[src/include/rbdac_params.svh]
// Offsets, field positions, reset values and timing counts of the reset controller
`ifndef RBDAC_PARAMS_SVH
`define RBDAC_PARAMS_SVH

// ----------------------------------------
// Register byte offsets
// ----------------------------------------
`define RBDAC_OFF_CTRL 4'h0
`define RBDAC_OFF_STATUS 4'h4
`define RBDAC_OFF_RSTSRC 4'h8
`define RBDAC_OFF_ACCESS 4'hC

// ----------------------------------------
// Field positions
// ----------------------------------------
`define RBDAC_CTRL_IRQSEL_LSB 0
`define RBDAC_CTRL_RSTSEL_LSB 2
`define RBDAC_CTRL_RSTEN_BIT 4
`define RBDAC_SRC_PIN_BIT 0
`define RBDAC_SRC_WDT_BIT 1
`define RBDAC_SRC_POR_BIT 2
`define RBDAC_SRC_BOD_BIT 3

// ----------------------------------------
// Reset values
// ----------------------------------------
`define RBDAC_CTRL_RST 5'h00
`define RBDAC_SRC_RST 4'h0
`define RBDAC_PINSYNC_RST 2'h3
`define RBDAC_BOOT_ADDR 32'h0000_0000

// ----------------------------------------
// Timing
// ----------------------------------------
`define RBDAC_CLK_PERIOD_NS 40
`define RBDAC_PIN_PULSE_NS 50
`define RBDAC_SYNC_STAGES 2

`endif

[src/include/rbdac_pkg.sv]
// Types shared by the reset, brownout and debug access controller
package rbdac_pkg;

  typedef enum logic [3:0] {
    PROT_NONE  = 4'h1,
    PROT_ONE   = 4'h2,
    PROT_TWO   = 4'h4,
    PROT_THREE = 4'h8
  } rbdac_prot_t;

  typedef enum logic [3:0] {
    ISP_FULL      = 4'h1,
    ISP_NO_SECT0  = 4'h2,
    ISP_ERASE_ALL = 4'h4,
    ISP_BLOCKED   = 4'h8
  } rbdac_isp_t;

  typedef enum logic [1:0] {
    SEQ_HOLD = 2'h1,
    SEQ_RUN  = 2'h2
  } rbdac_seq_t;

endpackage

[src/include/rbdac_rst_if.sv]
// Carrier between the sequencer and the reset release synchroniser
`timescale 1ns/100ps
interface rbdac_rst_if;
  logic assertReq;
  logic chipRstN;
  logic releasePulse;

  modport ctl (output assertReq, input chipRstN, input releasePulse);
  modport sync (input assertReq, output chipRstN, output releasePulse);
endinterface

[src/logic/rbdac_top.sv]
// Reset merge, brownout, code protection gating and debug mode selection
`timescale 1ns/100ps
`include "rbdac_params.svh"
module rbdac_top #(
  parameter logic [31:0] PAT_PROT_ONE = 32'h0000_0011,
  parameter logic [31:0] PAT_PROT_TWO = 32'h0000_0022,
  parameter logic [31:0] PAT_PROT_THREE = 32'h0000_0033,
  parameter logic [31:0] PAT_NO_ENTRY = 32'h0000_0044
) (
  input wire logic mclk,
  input wire logic resetn,
  // Sources
  input wire logic resetPinN,
  input wire logic wdtResetReq,
  input wire logic porDetect,
  input wire logic supplyOk,
  input wire logic [3:0] vddBelowLevel,
  // Oscillator and flash controller
  output logic ircStart,
  output logic flashInit,
  input wire logic flashInitDone,
  input wire logic [31:0] protWord,
  // Processor
  output logic sysResetN,
  output logic cpuFetchStart,
  output logic [31:0] cpuFetchAddr,
  output logic bodIrq,
  // Access gating
  output logic swdEnable,
  output logic debugApEnable,
  output logic iapEnable,
  output logic entryPinHonor,
  output logic [3:0] ispCmdSet,
  output logic jtagMode,
  // Port zero pins 0..3
  input wire logic [3:0] p0In,
  output logic [3:0] p0Out,
  output logic [3:0] p0OeN,
  input wire logic [3:0] gpioOut,
  input wire logic [3:0] gpioOeN,
  output logic [3:0] gpioIn,
  output logic jtagTms,
  output logic jtagTck,
  output logic jtagTdi,
  input wire logic jtagTdo,
  input wire logic jtagTdoEn,
  // AXI4-Lite slave
  input wire logic [3:0] s_axi_awaddr,
  input wire logic s_axi_awvalid,
  output logic s_axi_awready,
  input wire logic [31:0] s_axi_wdata,
  input wire logic [3:0] s_axi_wstrb,
  input wire logic s_axi_wvalid,
  output logic s_axi_wready,
  output logic [1:0] s_axi_bresp,
  output logic s_axi_bvalid,
  input wire logic s_axi_bready,
  input wire logic [3:0] s_axi_araddr,
  input wire logic s_axi_arvalid,
  output logic s_axi_arready,
  output logic [31:0] s_axi_rdata,
  output logic [1:0] s_axi_rresp,
  output logic s_axi_rvalid,
  input wire logic s_axi_rready
);

  // ----------------------------------------
  // Timing
  // ----------------------------------------
  // A low of the least width always spans one edge, so one sample is enough
  localparam int PULSE_CYC_RAW = `RBDAC_PIN_PULSE_NS / `RBDAC_CLK_PERIOD_NS;
  localparam int PULSE_CYC = (PULSE_CYC_RAW < 1) ? 1 : PULSE_CYC_RAW;
  localparam logic [3:0] PULSE_CYC_W = 4'(PULSE_CYC);

  // ----------------------------------------
  // Input synchronisers
  // ----------------------------------------
  logic [1:0] pinSync_q;
  logic [1:0] porSync_q;
  logic [1:0] okSync_q;
  logic [3:0] vddMeta_q;
  logic [3:0] vddSync_q;
  logic [3:0] p0Meta_q;
  logic [3:0] p0Sync_q;

  always_ff @(posedge mclk) begin
    if (!resetn) begin
      pinSync_q <= `RBDAC_PINSYNC_RST;
      porSync_q <= 2'h0;
      okSync_q <= 2'h0;
      vddMeta_q <= 4'h0;
      vddSync_q <= 4'h0;
      p0Meta_q <= 4'h0;
      p0Sync_q <= 4'h0;
    end else begin
      pinSync_q <= {pinSync_q[0], resetPinN};
      porSync_q <= {porSync_q[0], porDetect};
      okSync_q <= {okSync_q[0], supplyOk};
      vddMeta_q <= vddBelowLevel;
      vddSync_q <= vddMeta_q;
      p0Meta_q <= p0In;
      p0Sync_q <= p0Meta_q;
    end
  end

  logic pinHigh;
  assign pinHigh = pinSync_q[1];

  // ----------------------------------------
  // Registers written by software
  // ----------------------------------------
  logic [1:0] irqSel_q;
  logic [1:0] rstSel_q;
  logic bodRstEn_q;
  logic [3:0] srcFlag_q;

  // ----------------------------------------
  // Reset sources
  // ----------------------------------------
  logic [3:0] lowCnt_q;
  logic pinReq;
  logic bodRstReq;
  logic [3:0] srcHit;
  logic anySrc;

  always_ff @(posedge mclk) begin
    if (!resetn) begin
      lowCnt_q <= 4'h0;
    end else if (pinHigh) begin
      lowCnt_q <= 4'h0;
    end else if (lowCnt_q != 4'hF) begin
      lowCnt_q <= lowCnt_q + 4'h1;
    end
  end

  // Widened so a saturated count cannot wrap and drop a held request
  assign pinReq = !pinHigh && ({1'b0, lowCnt_q} + 5'h01 >= {1'b0, PULSE_CYC_W});
  assign bodRstReq = bodRstEn_q && vddSync_q[rstSel_q];
  assign bodIrq = vddSync_q[irqSel_q];

  always_comb begin
    srcHit = 4'h0;
    srcHit[`RBDAC_SRC_PIN_BIT] = pinReq;
    srcHit[`RBDAC_SRC_WDT_BIT] = wdtResetReq;
    srcHit[`RBDAC_SRC_POR_BIT] = porSync_q[1];
    srcHit[`RBDAC_SRC_BOD_BIT] = bodRstReq;
  end
  assign anySrc = |srcHit;

  // ----------------------------------------
  // Reset sequencer
  // ----------------------------------------
  rbdac_rst_if rstIf ();
  rbdac_pkg::rbdac_seq_t seq_q;
  logic initIssued_q;
  logic assert_q;

  always_ff @(posedge mclk) begin
    if (!resetn) begin
      seq_q <= rbdac_pkg::SEQ_HOLD;
    end else begin
      unique case (seq_q)
        rbdac_pkg::SEQ_HOLD: begin
          if (!anySrc && initIssued_q && flashInitDone) begin
            seq_q <= rbdac_pkg::SEQ_RUN;
          end
        end
        rbdac_pkg::SEQ_RUN: begin
          if (anySrc) begin
            seq_q <= rbdac_pkg::SEQ_HOLD;
          end
        end
      endcase
    end
  end

  // Oscillator and flash restart wait for a usable supply
  always_ff @(posedge mclk) begin
    if (!resetn) begin
      initIssued_q <= 1'b0;
      ircStart <= 1'b0;
      flashInit <= 1'b0;
    end else begin
      ircStart <= 1'b0;
      flashInit <= 1'b0;
      if (seq_q == rbdac_pkg::SEQ_RUN) begin
        initIssued_q <= 1'b0;
      end else if (!initIssued_q && okSync_q[1]) begin
        initIssued_q <= 1'b1;
        ircStart <= 1'b1;
        flashInit <= 1'b1;
      end
    end
  end

  // Registered so the asynchronous clear never sees a combinational glitch
  always_ff @(posedge mclk) begin
    if (!resetn) begin
      assert_q <= 1'b1;
    end else begin
      assert_q <= anySrc || (seq_q != rbdac_pkg::SEQ_RUN);
    end
  end

  assign rstIf.assertReq = assert_q;

  rbdac_reset_sync #(
    .STAGES(`RBDAC_SYNC_STAGES)
  ) uSync (
    .mclk(mclk),
    .rst(rstIf)
  );

  assign sysResetN = rstIf.chipRstN;

  always_ff @(posedge mclk) begin
    if (!resetn) begin
      cpuFetchStart <= 1'b0;
      cpuFetchAddr <= `RBDAC_BOOT_ADDR;
    end else begin
      cpuFetchStart <= rstIf.releasePulse;
      cpuFetchAddr <= `RBDAC_BOOT_ADDR;
    end
  end

  // ----------------------------------------
  // Code read protection
  // ----------------------------------------
  rbdac_pkg::rbdac_prot_t prot_q;
  logic noEntry_q;

  always_ff @(posedge mclk) begin
    if (!resetn) begin
      prot_q <= rbdac_pkg::PROT_NONE;
      noEntry_q <= 1'b0;
    end else if (seq_q == rbdac_pkg::SEQ_HOLD && initIssued_q && flashInitDone) begin
      noEntry_q <= (protWord == PAT_NO_ENTRY);
      if (protWord == PAT_PROT_ONE) begin
        prot_q <= rbdac_pkg::PROT_ONE;
      end else if (protWord == PAT_PROT_TWO) begin
        prot_q <= rbdac_pkg::PROT_TWO;
      end else if (protWord == PAT_PROT_THREE) begin
        prot_q <= rbdac_pkg::PROT_THREE;
      end else begin
        prot_q <= rbdac_pkg::PROT_NONE;
      end
    end
  end

  always_comb begin
    unique case (prot_q)
      rbdac_pkg::PROT_ONE: ispCmdSet = rbdac_pkg::ISP_NO_SECT0;
      rbdac_pkg::PROT_TWO: ispCmdSet = rbdac_pkg::ISP_ERASE_ALL;
      rbdac_pkg::PROT_THREE: ispCmdSet = rbdac_pkg::ISP_BLOCKED;
      default: ispCmdSet = rbdac_pkg::ISP_FULL;
    endcase
  end

  assign iapEnable = 1'b1;
  assign entryPinHonor = !noEntry_q && (prot_q != rbdac_pkg::PROT_THREE);

  // ----------------------------------------
  // Debug mode selection and pin routing
  // ----------------------------------------
  assign jtagMode = !pinHigh;
  assign swdEnable = pinHigh && rstIf.chipRstN
    && (prot_q == rbdac_pkg::PROT_NONE);
  // Boundary scan has no path to the debug access port
  assign debugApEnable = swdEnable;

  genvar gi;
  generate
    for (gi = 0; gi < 4; gi++) begin : gPin
      if (gi == 3) begin : gOut
        assign p0Out[gi] = jtagMode ? jtagTdo : gpioOut[gi];
        assign p0OeN[gi] = jtagMode ? !jtagTdoEn : gpioOeN[gi];
      end else begin : gIn
        assign p0Out[gi] = jtagMode ? 1'b0 : gpioOut[gi];
        assign p0OeN[gi] = jtagMode ? 1'b1 : gpioOeN[gi];
      end
      assign gpioIn[gi] = jtagMode ? 1'b0 : p0Sync_q[gi];
    end
  endgenerate

  assign jtagTms = jtagMode & p0Sync_q[0];
  assign jtagTck = jtagMode & p0Sync_q[1];
  assign jtagTdi = jtagMode & p0Sync_q[2];

  // ----------------------------------------
  // AXI4-Lite write channel
  // ----------------------------------------
  logic awHeld_q;
  logic wHeld_q;
  logic [3:0] awAddr_q;
  logic [31:0] wData_q;
  logic [3:0] wStrb_q;
  logic doWrite;
  logic [3:0] clrMask;

  assign s_axi_awready = !awHeld_q && !s_axi_bvalid;
  assign s_axi_wready = !wHeld_q && !s_axi_bvalid;
  assign doWrite = awHeld_q && wHeld_q && !s_axi_bvalid;

  always_ff @(posedge mclk) begin
    if (!resetn) begin
      awHeld_q <= 1'b0;
      wHeld_q <= 1'b0;
      awAddr_q <= 4'h0;
      wData_q <= 32'h0000_0000;
      wStrb_q <= 4'h0;
      s_axi_bvalid <= 1'b0;
      s_axi_bresp <= 2'h0;
    end else begin
      if (s_axi_awvalid && s_axi_awready) begin
        awHeld_q <= 1'b1;
        awAddr_q <= s_axi_awaddr;
      end
      if (s_axi_wvalid && s_axi_wready) begin
        wHeld_q <= 1'b1;
        wData_q <= s_axi_wdata;
        wStrb_q <= s_axi_wstrb;
      end
      if (doWrite) begin
        awHeld_q <= 1'b0;
        wHeld_q <= 1'b0;
        s_axi_bvalid <= 1'b1;
        s_axi_bresp <= (awAddr_q == `RBDAC_OFF_CTRL || awAddr_q == `RBDAC_OFF_RSTSRC)
          ? 2'h0 : 2'h2;
      end else if (s_axi_bready) begin
        s_axi_bvalid <= 1'b0;
      end
    end
  end

  // Control lives on chip reset so every reset restores it
  always_ff @(posedge mclk) begin
    if (!rstIf.chipRstN) begin
      {bodRstEn_q, rstSel_q, irqSel_q} <= `RBDAC_CTRL_RST;
    end else if (doWrite && awAddr_q == `RBDAC_OFF_CTRL && wStrb_q[0]) begin
      irqSel_q <= wData_q[`RBDAC_CTRL_IRQSEL_LSB +: 2];
      rstSel_q <= wData_q[`RBDAC_CTRL_RSTSEL_LSB +: 2];
      bodRstEn_q <= wData_q[`RBDAC_CTRL_RSTEN_BIT];
    end
  end

  // Cause flags survive chip reset; a new event beats a clear
  assign clrMask = (doWrite && awAddr_q == `RBDAC_OFF_RSTSRC && wStrb_q[0])
    ? wData_q[3:0] : 4'h0;

  always_ff @(posedge mclk) begin
    if (!resetn) begin
      srcFlag_q <= `RBDAC_SRC_RST;
    end else begin
      srcFlag_q <= (srcFlag_q & ~clrMask) | srcHit;
    end
  end

  // ----------------------------------------
  // AXI4-Lite read channel
  // ----------------------------------------
  always_ff @(posedge mclk) begin
    if (!resetn) begin
      s_axi_rvalid <= 1'b0;
      s_axi_rdata <= 32'h0000_0000;
      s_axi_rresp <= 2'h0;
    end else if (s_axi_arvalid && s_axi_arready) begin
      s_axi_rvalid <= 1'b1;
      s_axi_rresp <= 2'h0;
      unique case (s_axi_araddr)
        `RBDAC_OFF_CTRL: s_axi_rdata <= {27'h0, bodRstEn_q, rstSel_q, irqSel_q};
        `RBDAC_OFF_STATUS: s_axi_rdata <= {27'h0, vddSync_q, bodIrq};
        `RBDAC_OFF_RSTSRC: s_axi_rdata <= {28'h0, srcFlag_q};
        `RBDAC_OFF_ACCESS: s_axi_rdata <= {26'h0, jtagMode, entryPinHonor, prot_q};
        default: begin
          s_axi_rdata <= 32'h0000_0000;
          s_axi_rresp <= 2'h2;
        end
      endcase
    end else if (s_axi_rready) begin
      s_axi_rvalid <= 1'b0;
    end
  end

  assign s_axi_arready = !s_axi_rvalid;

endmodule

[src/logic/rbdac_reset_sync.sv]
// Chip reset: asynchronous assertion, release synchronised to mclk
`timescale 1ns/100ps
`include "rbdac_params.svh"
module rbdac_reset_sync #(
  parameter int STAGES = `RBDAC_SYNC_STAGES
) (
  input wire logic mclk,
  rbdac_rst_if.sync rst
);
  logic [STAGES-1:0] chain_q;
  logic relDone_q;

  // Assertion does not wait for an edge; release walks the chain
  always_ff @(posedge mclk or posedge rst.assertReq) begin
    if (rst.assertReq) begin
      chain_q <= '0;
    end else begin
      chain_q <= {chain_q[STAGES-2:0], 1'b1};
    end
  end

  always_ff @(posedge mclk or posedge rst.assertReq) begin
    if (rst.assertReq) begin
      relDone_q <= 1'b0;
    end else begin
      relDone_q <= chain_q[STAGES-1];
    end
  end

  assign rst.chipRstN = chain_q[STAGES-1];
  assign rst.releasePulse = chain_q[STAGES-1] & ~relDone_q;
endmodule

[config.mk]
export PLATFORM = sky130hd
export DESIGN_NAME = rbdac_top
export DESIGN_NICKNAME = d
export VERILOG_FILES = /design/src/include/rbdac_pkg.sv /design/src/include/rbdac_rst_if.sv /design/src/logic/rbdac_top.sv /design/src/logic/rbdac_reset_sync.sv
export VERILOG_INCLUDE_DIRS = /design/src /design/src/include
export SDC_FILE = /design/constraint.sdc
export NUM_CORES = 1
export LEC_CHECK = 0
export CAP_MARGIN = 40
export CORE_MARGIN = 2
export CORE_UTILIZATION = 55
export CTS_BUF_LIST = sky130_fd_sc_hd__clkbuf_16
export DETAILED_ROUTE_END_ITERATION = 10
export DONT_BUFFER_PORTS = 1
export PLACE_DENSITY = 0.82
export SYNTH_ARGS = -nofsm -noshare
export SYNTH_HDL_FRONTEND = slang
export SYNTH_SLANG_ARGS = --single-unit
[constraint.sdc]
create_clock -name mclk -period 1.25 [get_ports mclk]
set_clock_uncertainty 0.05 [all_clocks]
set_input_delay 0 -clock mclk [delete_from_list [all_inputs] [get_ports mclk]]
set_output_delay 0 -clock mclk [all_outputs]
set_load 0.01 [all_outputs]
* Word-level counts from Yosys, hierarchy flattened
Index checks and enable logic that the tools add are counted.
** Operators by class
- Add/subtract/negate cells :: 2
- Order comparisons :: 3
- Equal/unequal tests :: 19
- Multiplexer cells :: 32
- Bitwise operators :: 9
- Reductions and logical operators :: 42
** Operator list (count)
- == test 32 x 6 -> 1 bit, second input constant :: 2
- == test 32 x 5 -> 1 bit, second input constant :: 1
- == test 32 x 7 -> 1 bit, second input constant :: 1
- case mux 6 bit (4 select lines) :: 1
- logical AND 1 bit :: 21
- 2-to-1 mux 1 bit :: 19
- == test 4 bit, second input constant :: 4
- 2-to-1 mux 4 bit :: 4
- case mux 4 bit (3 select lines) :: 1
- zero test 1 bit :: 9
- == test 4 x 3 -> 1 bit, second input constant :: 2
- zero test 4 bit :: 2
- 2-to-1 mux 2 bit :: 4
- != test 4 bit, second input constant :: 2
- OR reduction 4 bit :: 2
- < comparator 2 x 3 -> 1 bit, second input constant :: 2
- != test 2 bit, second input constant :: 3
- OR reduction 2 bit :: 3
- adder 4 x 1 -> 5 bit, second input constant :: 1
- >= comparator 5 x 1 -> 1 bit, second input constant :: 1
- adder 4 x 1 -> 4 bit, second input constant :: 1
- bitwise AND 1 bit :: 4
- bitwise AND 4 bit :: 1
- binary-select mux 1 bit (select 2 bit) :: 2
- 11 further kinds :: 14
** Word-level totals
- Register bits :: 99
- Logic and storage cells :: 138

* Depth between registers and ports, before layout
Gate-level depths: netlist (run 1).
- Depth in word-level cells :: 9
- Mapped depth :: 6
- Gate-level depth less buffers :: 6

* Modules after synthesis
Synthesis (run 1) repeated with hierarchy kept, for this count alone.
** Second synthesis, totals
- Cell total of the unflattened synthesis :: 363
- Area, all modules :: 3357.0 sq um
** Modules (own cells, without submodules)
- rbdac_top :: times used 1, cells each 357, area each 3260.6 sq um, sequential area each 1361.3 sq um
- rbdac_reset_sync :: times used 1, cells each 6, area each 96.3 sq um, sequential area each 75.1 sq um

* Least setup slack after synthesis (run 1)
OpenSTA, ideal clock, no wires.
- Path type :: register to register
- Start point :: register lowCnt_q[0]
- End point :: register seq_q[0]
- Setup time :: 141 ps
- Arrival :: 1643 ps
- Path slack :: -584 ps
- Cell stages (with the launch flop) :: 7
- Path buffers :: 0
- Period minus slack after synthesis :: 1834 ps
- Cell sequence :: dfxtp_1 -> inv_1 -> ha_1 -> nor4b_1 -> o22ai_1 -> o41ai_1 -> o211ai_1
** On the way
- Longest elaborated chain between the ends :: 9
- Elaborated cells on any way between the ends :: 10
- Those cells by class :: add/sub: 1; order compare: 1; eq/ne: 2; reduce/logical: 6
** Ends and longest elaborated chain
- start: declaration :: line rbdac_top.sv:120 : logic [3:0] lowCnt_q;
- start signal: assignment :: line rbdac_top.sv:132 : lowCnt_q <= lowCnt_q + 4'h1;
- adder 4 x 1 -> 5 bit * :: line rbdac_top.sv:137 : assign pinReq = !pinHigh && ({1'b0, lowCnt_q} + 5'h01 >= {1'b0, PULSE_CYC_W});
- >= comparator 5 x 1 -> 1 bit * :: line rbdac_top.sv:137
- logical AND 1 bit * :: line rbdac_top.sv:137
- OR reduction 4 bit * :: line rbdac_top.sv:148 : assign anySrc = |srcHit;
- zero test 1 bit :: line rbdac_top.sv:164 : if (!anySrc && initIssued_q && flashInitDone) begin
- logical AND 1 bit (2 in series) :: line rbdac_top.sv:164
- != test 2 bit (no source line)
- AND reduction 2 bit (no source line) *
- end signal: assignment :: line rbdac_top.sv:160 : seq_q <= rbdac_pkg::SEQ_HOLD;
- end signal: assignment :: line rbdac_top.sv:165 : seq_q <= rbdac_pkg::SEQ_RUN;
- end signal: assignment :: line rbdac_top.sv:170 : seq_q <= rbdac_pkg::SEQ_HOLD;
- end: declaration :: line rbdac_top.sv:154 : rbdac_pkg::rbdac_seq_t seq_q;
Mark *: on every way between the ends. The rest lies on a longest branch, timed or not.
A chain may end at the register's enable or synchronous reset.

* Worst setup path after layout (run 1)
Ends and elaborated chain as after synthesis.

==> qor.yml, run 1 <==
cts_max_path_buffers: 2
antenna_found_initial: 0
use_met2_pct: 47.8
drtIter0Drc: 263
synth.distinct_cells: 49
muxShareOfSynthArea_pct: 8.92
grt_usage_pct: 26.7
nets: 563
place_congestion: 0.827
synthXorXnorAreaFrac_pct: 0.499
syn2layout_area_growth_pct: 37.9
netlist_area_um2: 3510
reg_top3: "s_axi_rdata x6, wData_q x5"
synthCells: 363
synth_flop_cell: "dfxtp_1"
rsz0062_at_grt: "yes"
largest_reg_flops: 6
layout-drive-gt1-share_pct: 30.4
viasPerCell: 5.44
use_met1_pct: 28.4
cts_tree: "done"
grt_max_degree: 46
grt_util_met3_pct: 7.42
cts-root-buf: "clkbuf_16"
finish.instance_area_um2: 4830
crit_fanout: 3
synthAdderAreaFrac_pct: 0.714
critPathArrivalTime_ns: 1.83
diodes: 0
top_usage_layer: "met2"
die-height_um: 83.9
final_cell_mix: "conb_1, dfxtp_1, dlygate4sd3_1"
design_power_total_uw: 5940
ys_seq_elements: 71
drc: 0
seq_area_frac_synth_pct: 41.0
violations: "negative hold slack, negative setup slack"
p_leak_uw: 0.00210
fin_hold_ws_ns: -0.0587
grt_pass1_vias: 2890
hold_path_class: "in2reg"
first_pass_iters: 5
die_area_um2: 7030
core_um2: 6240
vias: 2922
synth-compound-area-share_pct: 7.03
cts_buffers: 9
wl_mm: 10.7
grt_overflow: 0
maxSlewViolCount: 0
die_x_um: 83.9
async_flop_share_pct: 4.23
period_needed_ns: 1.68
htreeDepth: 3
ioPinCount: 208
fin_crit_sh_pct: 134
finalHoldViolations: 3
final_common_cell: "conb_1"
cp.required_ns: 1.40
path_class: "reg2reg"
nFillCells: 360
dp_hpwl_mm: 5.15
cts.clk_slew.worst_paths_ns: 0.06
syn_avg_cell_area_um2: 9.66
synth_top_family_by_area: "simple AND/OR/NAND/NOR gates"
clock_latency_ns: 0.33
yosys_warnings: 0
reg2reg_slack_ns: -0.43
initial_core_util_pct: 56.2
synth-edff-count: 0
endpoint_kind: "register"
grt_pass1_wl_mm: 14.5
cp-start-kind: "register"
synth_simple_gate_area_share_pct: 25.8
top_register: "s_axi_rdata"
routedWlPerCell_um: 19.9
status: "finished with violations"
drv_cap: 0
fmax_ghz: 0.595
finalWorstSetupSlack_ns: -0.430
ir_drop_v: 0.00120
place_area_um2: 3680
setup_violations: 32
cts.sinks: 71
port_buffers: 0
num_rows: 29
detail-route-antenna-nets: 0
p_per_area_nw_per_um2: 1230
final timing paths:
check | start | end | cells past startpoint
max in group asynchronous | assert_q$_SDFF_PN1_ | uSync.relDone_q$_DFF_PP0_ | 1
setup / recovery | lowCnt_q[0]$_SDFFE_PP0N_ | seq_q[0]$_SDFFE_PN1P_ | 6
min in group asynchronous | assert_q$_SDFF_PN1_ | uSync.chain_q[0]$_DFF_PP0_ | 1
setup reg to reg | lowCnt_q[0]$_SDFFE_PP0N_ | seq_q[0]$_SDFFE_PN1P_ | 6
hold / removal | protWord[30] | prot_q[3]$_SDFFE_PN0P_ | 4
hold reg to reg | assert_q$_SDFF_PN1_ | uSync.chain_q[0]$_DFF_PP0_ | 1
kinds of logic after synthesis:
| group | count (synthesis) |
|---|---|
| AOI/OAI and AO/OA | 34 |
| xor gates and xnor gates | 2 |
| DFF | 71 |
| other | 2 |
| adders and majority gates | 2 |
| muxes | 26 |
| and+or+nand+nor | 141 |
| buffers and inverters | 85 |
power by group:
group / leakage (uW) / switching, uW / internal, uW / total [uW]
registers: 0.000602 / 83.6 / 2360 / 2450
clock network: 0.000155 / 1020 / 1730 / 2750
logic: 0.00134 / 379 / 363 / 742
routing by layer:
| layer | routed length [um] | share of wire, % | vias up |
|---|---|---|---|
| met2 | 5720 | 53 | 193 |
| met1 | 3740 | 35 | 1396 |
| met4 | 462 | 4.3 | 0 |
| met5 | 0 | 0 | - |
| met3 | 772 | 7.2 | 38 |
| li1 | - | - | 1295 |
synth_stat cells, types with 2 or more instances:
| cell | number | area (um2) |
|---|---|---|
| dfrtp_1 | 3 | 75.1 |
| a21boi_1 | 2 | 15.0 |
| nand3_1 | 5 | 25.0 |
| nor2_1 | 17 | 63.8 |
| nor4_4 | 3 | 63.8 |
| dfxtp_1 | 68 | 1360 |
| nor4b_1 | 3 | 26.3 |
| buf_4 | 63 | 473 |
| conb_1 | 2 | 7.51 |
| a22oi_1 | 5 | 37.5 |
| nand4_1 | 4 | 25.0 |
| o21ai_0 | 5 | 25.0 |
| nor3_1 | 6 | 30.0 |
| ha_1 | 2 | 25.0 |
| nor2b_1 | 27 | 169 |
| xnor2_1 | 2 | 17.5 |
| nand2b_1 | 9 | 56.3 |
| and3b_1 | 2 | 17.5 |
| mux2_2 | 2 | 22.5 |
| a21boi_0 | 3 | 22.5 |
| mux2i_1 | 20 | 200 |
| nor4_1 | 3 | 18.8 |
| or4_1 | 2 | 15.0 |
| mux4_2 | 4 | 90.1 |
| a31oi_1 | 3 | 18.8 |
| o21a_1 | 3 | 22.5 |
| nand2_1 | 17 | 63.8 |
| nand4b_1 | 3 | 26.3 |
| o22ai_1 | 2 | 12.5 |
| nor3b_1 | 3 | 22.5 |
| and2_1 | 30 | 188 |
| clkbuf_1 | 13 | 48.8 |
| nand4b_4 | 2 | 47.6 |
| inv_1 | 8 | 30.0 |
| o211a_1 | 3 | 30.0 |
final cells by class:
class	count	area, um2	share of cell area, %
well taps	77	96.3	1.99
clock inverters	7	87.6	1.81
repair buffers	98	933	19.3
clock buffers	9	225	4.66
multi-input cells	267	2000	41.3
inverters	8	30.0	0.621
flip-flops and latches	71	1470	30.3
through the flow:
stage / setup WS [ns] / setup TNS [ns] / utilization [%] / std cells / hold slack, ns
final: -0.430 / -4.17 / 77.5 / 537 / -0.0587
after CTS: -0.408 / -2.82 / 75.4 / 530 / -0.0762
after floorplan: -0.450 / -2.75 / - / 423 / -0.0144
after global routing: -0.506 / -5.70 / 77.5 / 537 / -0.0551
after global placement: -0.450 / -2.98 / 59.0 / 464 / 0.00273
after detailed placement: -0.518 / -3.49 / 59.0 / 464 / 0.00899
what timing repair did:
item	CTS	global route
endpoints found under the setup margin	33	50
hold buffers	42	2
gates resized for setup	49	24
endpoints found under the hold margin	63	5
pin swaps	23	9
setup buffers	10	6
critical path, stage by stage, from the launching register on:
cell and delay, ns:
dfxtp_2 0.33, inv_2 0.04, ha_4 0.24, nor4b_4 0.27
o22ai_2 0.13, o41ai_2 0.34, o211ai_1 0.13
Power figures use the tool's default switching activity.
==> inputs of run 2 (changes only) <==
--- a/config.mk
+++ b/config.mk
@@ -6,13 +6,14 @@
 export SDC_FILE = /design/constraint.sdc
 export NUM_CORES = 1
 export LEC_CHECK = 0
+export ABC_CLOCK_PERIOD_IN_PS = 1800
 export CAP_MARGIN = 40
 export CORE_MARGIN = 2
 export CORE_UTILIZATION = 55
 export CTS_BUF_LIST = sky130_fd_sc_hd__clkbuf_16
 export DETAILED_ROUTE_END_ITERATION = 10
 export DONT_BUFFER_PORTS = 1
-export PLACE_DENSITY = 0.82
+export PLACE_DENSITY = 0.79
 export SYNTH_ARGS = -nofsm -noshare
 export SYNTH_HDL_FRONTEND = slang
 export SYNTH_SLANG_ARGS = --single-unit
==> constraint.sdc (replaced) <==
create_clock -name mclk -period 1.8 [get_ports mclk]
set_clock_uncertainty 0.05 [all_clocks]
set_input_delay 0 -clock mclk [delete_from_list [all_inputs] [get_ports mclk]]
set_output_delay 0 -clock mclk [all_outputs]
set_load 0.01 [all_outputs]
==> qor.yml, run 2 (synthesis gave the netlist of run 1 again) <==
drv_cap: 0
grt_overflow: 0
endpoint_kind: "register"
grt_max_degree: 61
setup_violations: 0
path_class: "in2reg"
status: "finished, final reports clean"
ioPinCount: 208
cts-root-buf: "clkbuf_16"
diodes: 0
fin_crit_sh_pct: 95.9
grt_usage_pct: 22.9
detail-route-antenna-nets: 0
core_um2: 6240
dp.cells: 432
hold_path_class: "reg2async"
die_area_um2: 7030
drtIter0Drc: 66
first_pass_iters: 4
finalHoldViolations: 0
htreeDepth: 3
vias: 2580
nets: 528
port_buffers: 0
final_common_cell: "dfxtp_1"
final_cell_mix: "dfxtp_1, conb_1, dlygate4sd3_1"
routedWlPerCell_um: 15.2
p_leak_uw: 0.00181
die-height_um: 83.9
cts.sinks: 71
p_per_area_nw_per_um2: 922
syn2layout_area_growth_pct: 21.9
grt_pass1_vias: 2560
viasPerCell: 5.14
die_x_um: 83.9
finalNonFillerCells: 502
cts_tree: "done"
crit_fanout: 4
clock_latency_ns: 0.33
tns_ns: 0
period_needed_ns: 1.73
dp_hpwl_mm: 4.95
layout-drive-gt1-share_pct: 9.88
finish.instance_area_um2: 4270
cts_max_path_buffers: 2
drc: 0
cts_buffers: 9
rsz0062_at_grt: "no"
cp-start-kind: "input pin"
num_rows: 29
largest_reg_flops: 6
fmax_ghz: 0.580
wl_mm: 7.65
fin_util_pct: 68.5
place_area_um2: 3380
ir_drop_v: 0.00121
cts.clk_slew.worst_paths_ns: 0.06
maxSlewViolCount: 0
initial_core_util_pct: 56.2
place_congestion: 0.852
cp.required_ns: 1.94
reg_top3: "s_axi_rdata x6, wData_q x5"
critPathArrivalTime_ns: 1.87
grt_pass1_wl_mm: 12.5
top_register: "s_axi_rdata"
antenna_found_initial: 0
run 2: final cells by class:
type | instances | area [um2]
clock buffers | 9 | 225
clock inverters | 7 | 87.6
fillers | 467 | 1970
inverters | 8 | 30.0
multi-input cells | 267 | 1780
flip-flops and latches | 71 | 1440
well taps | 77 | 96.3
repair buffers | 63 | 618
run 2: path summary, 6_finish.rpt:
path	startpoint	to	slack, ns	depth (start not counted)
setup / recovery	protWord[1]	prot_q[0]$_SDFFE_PN1P_	0.07	5
hold reg to reg	assert_q$_SDFF_PN1_	uSync.chain_q[0]$_DFF_PP0_	0.01	1
min in group mclk	s_axi_araddr[3]	s_axi_rdata[1]$_SDFFE_PN0P_	0.02	3
setup reg to reg	irqSel_q[0]$_SDFFE_PN0P_	s_axi_rdata[0]$_SDFFE_PN0P_	0.08	4
max in group asynchronous	assert_q$_SDFF_PN1_	uSync.chain_q[1]$_DFF_PP0_	1.55	1
hold / removal	assert_q$_SDFF_PN1_	uSync.chain_q[0]$_DFF_PP0_	0.01	1
run 2: report_power, final:
group / switching (uW) / internal [uW]
combinational: 219 / 198
clock: 628 / 1200
sequential: 52.4 / 1640
run 2: worst max-delay path, stage by stage:
cell and delay (ns):
dlygate4sd3_1 0.61, nand3_1 0.09, dlygate4sd3_1 0.56, a2111oi_0 0.47, o21ai_0 0.13
run 2: repair_timing:
| item | in CTS | in global routing |
|---|---|---|
| resized for setup | 3 | 1 |
| buffers inserted | 0 | 0 |
| hold buffers | 54 | 0 |
| pin swaps | 4 | 1 |
| endpoints found under the setup margin | 3 | 3 |
| hold endpoints to repair | 63 | 0 |
run 2: metal layers:
| metal | track usage (%) | vias to the layer above | part of all wire (%) |
|---|---|---|---|
| met5 | 0 | - | 0 |
| met4 | 8.06 | 0 | 2.1 |
| met3 | 8.41 | 13 | 8.2 |
| met2 | 40.6 | 152 | 52 |
| met1 | 25.0 | 1190 | 37 |
| li1 | - | 1225 | - |
run 2: through the flow:
stage | worst slack [ns] | hold WS [ns] | total power [uW]
final | 0.0746 | 0.0126 | 3940
after global routing | 0.0142 | 0.0300 | 4090
after CTS | 0.0234 | 0.0167 | 3960
after detailed placement | -0.0893 | 0.00726 | 2010
after global placement | 0.0610 | 0.000691 | 2000
after floorplan | 0.0236 | -0.0144 | 2080
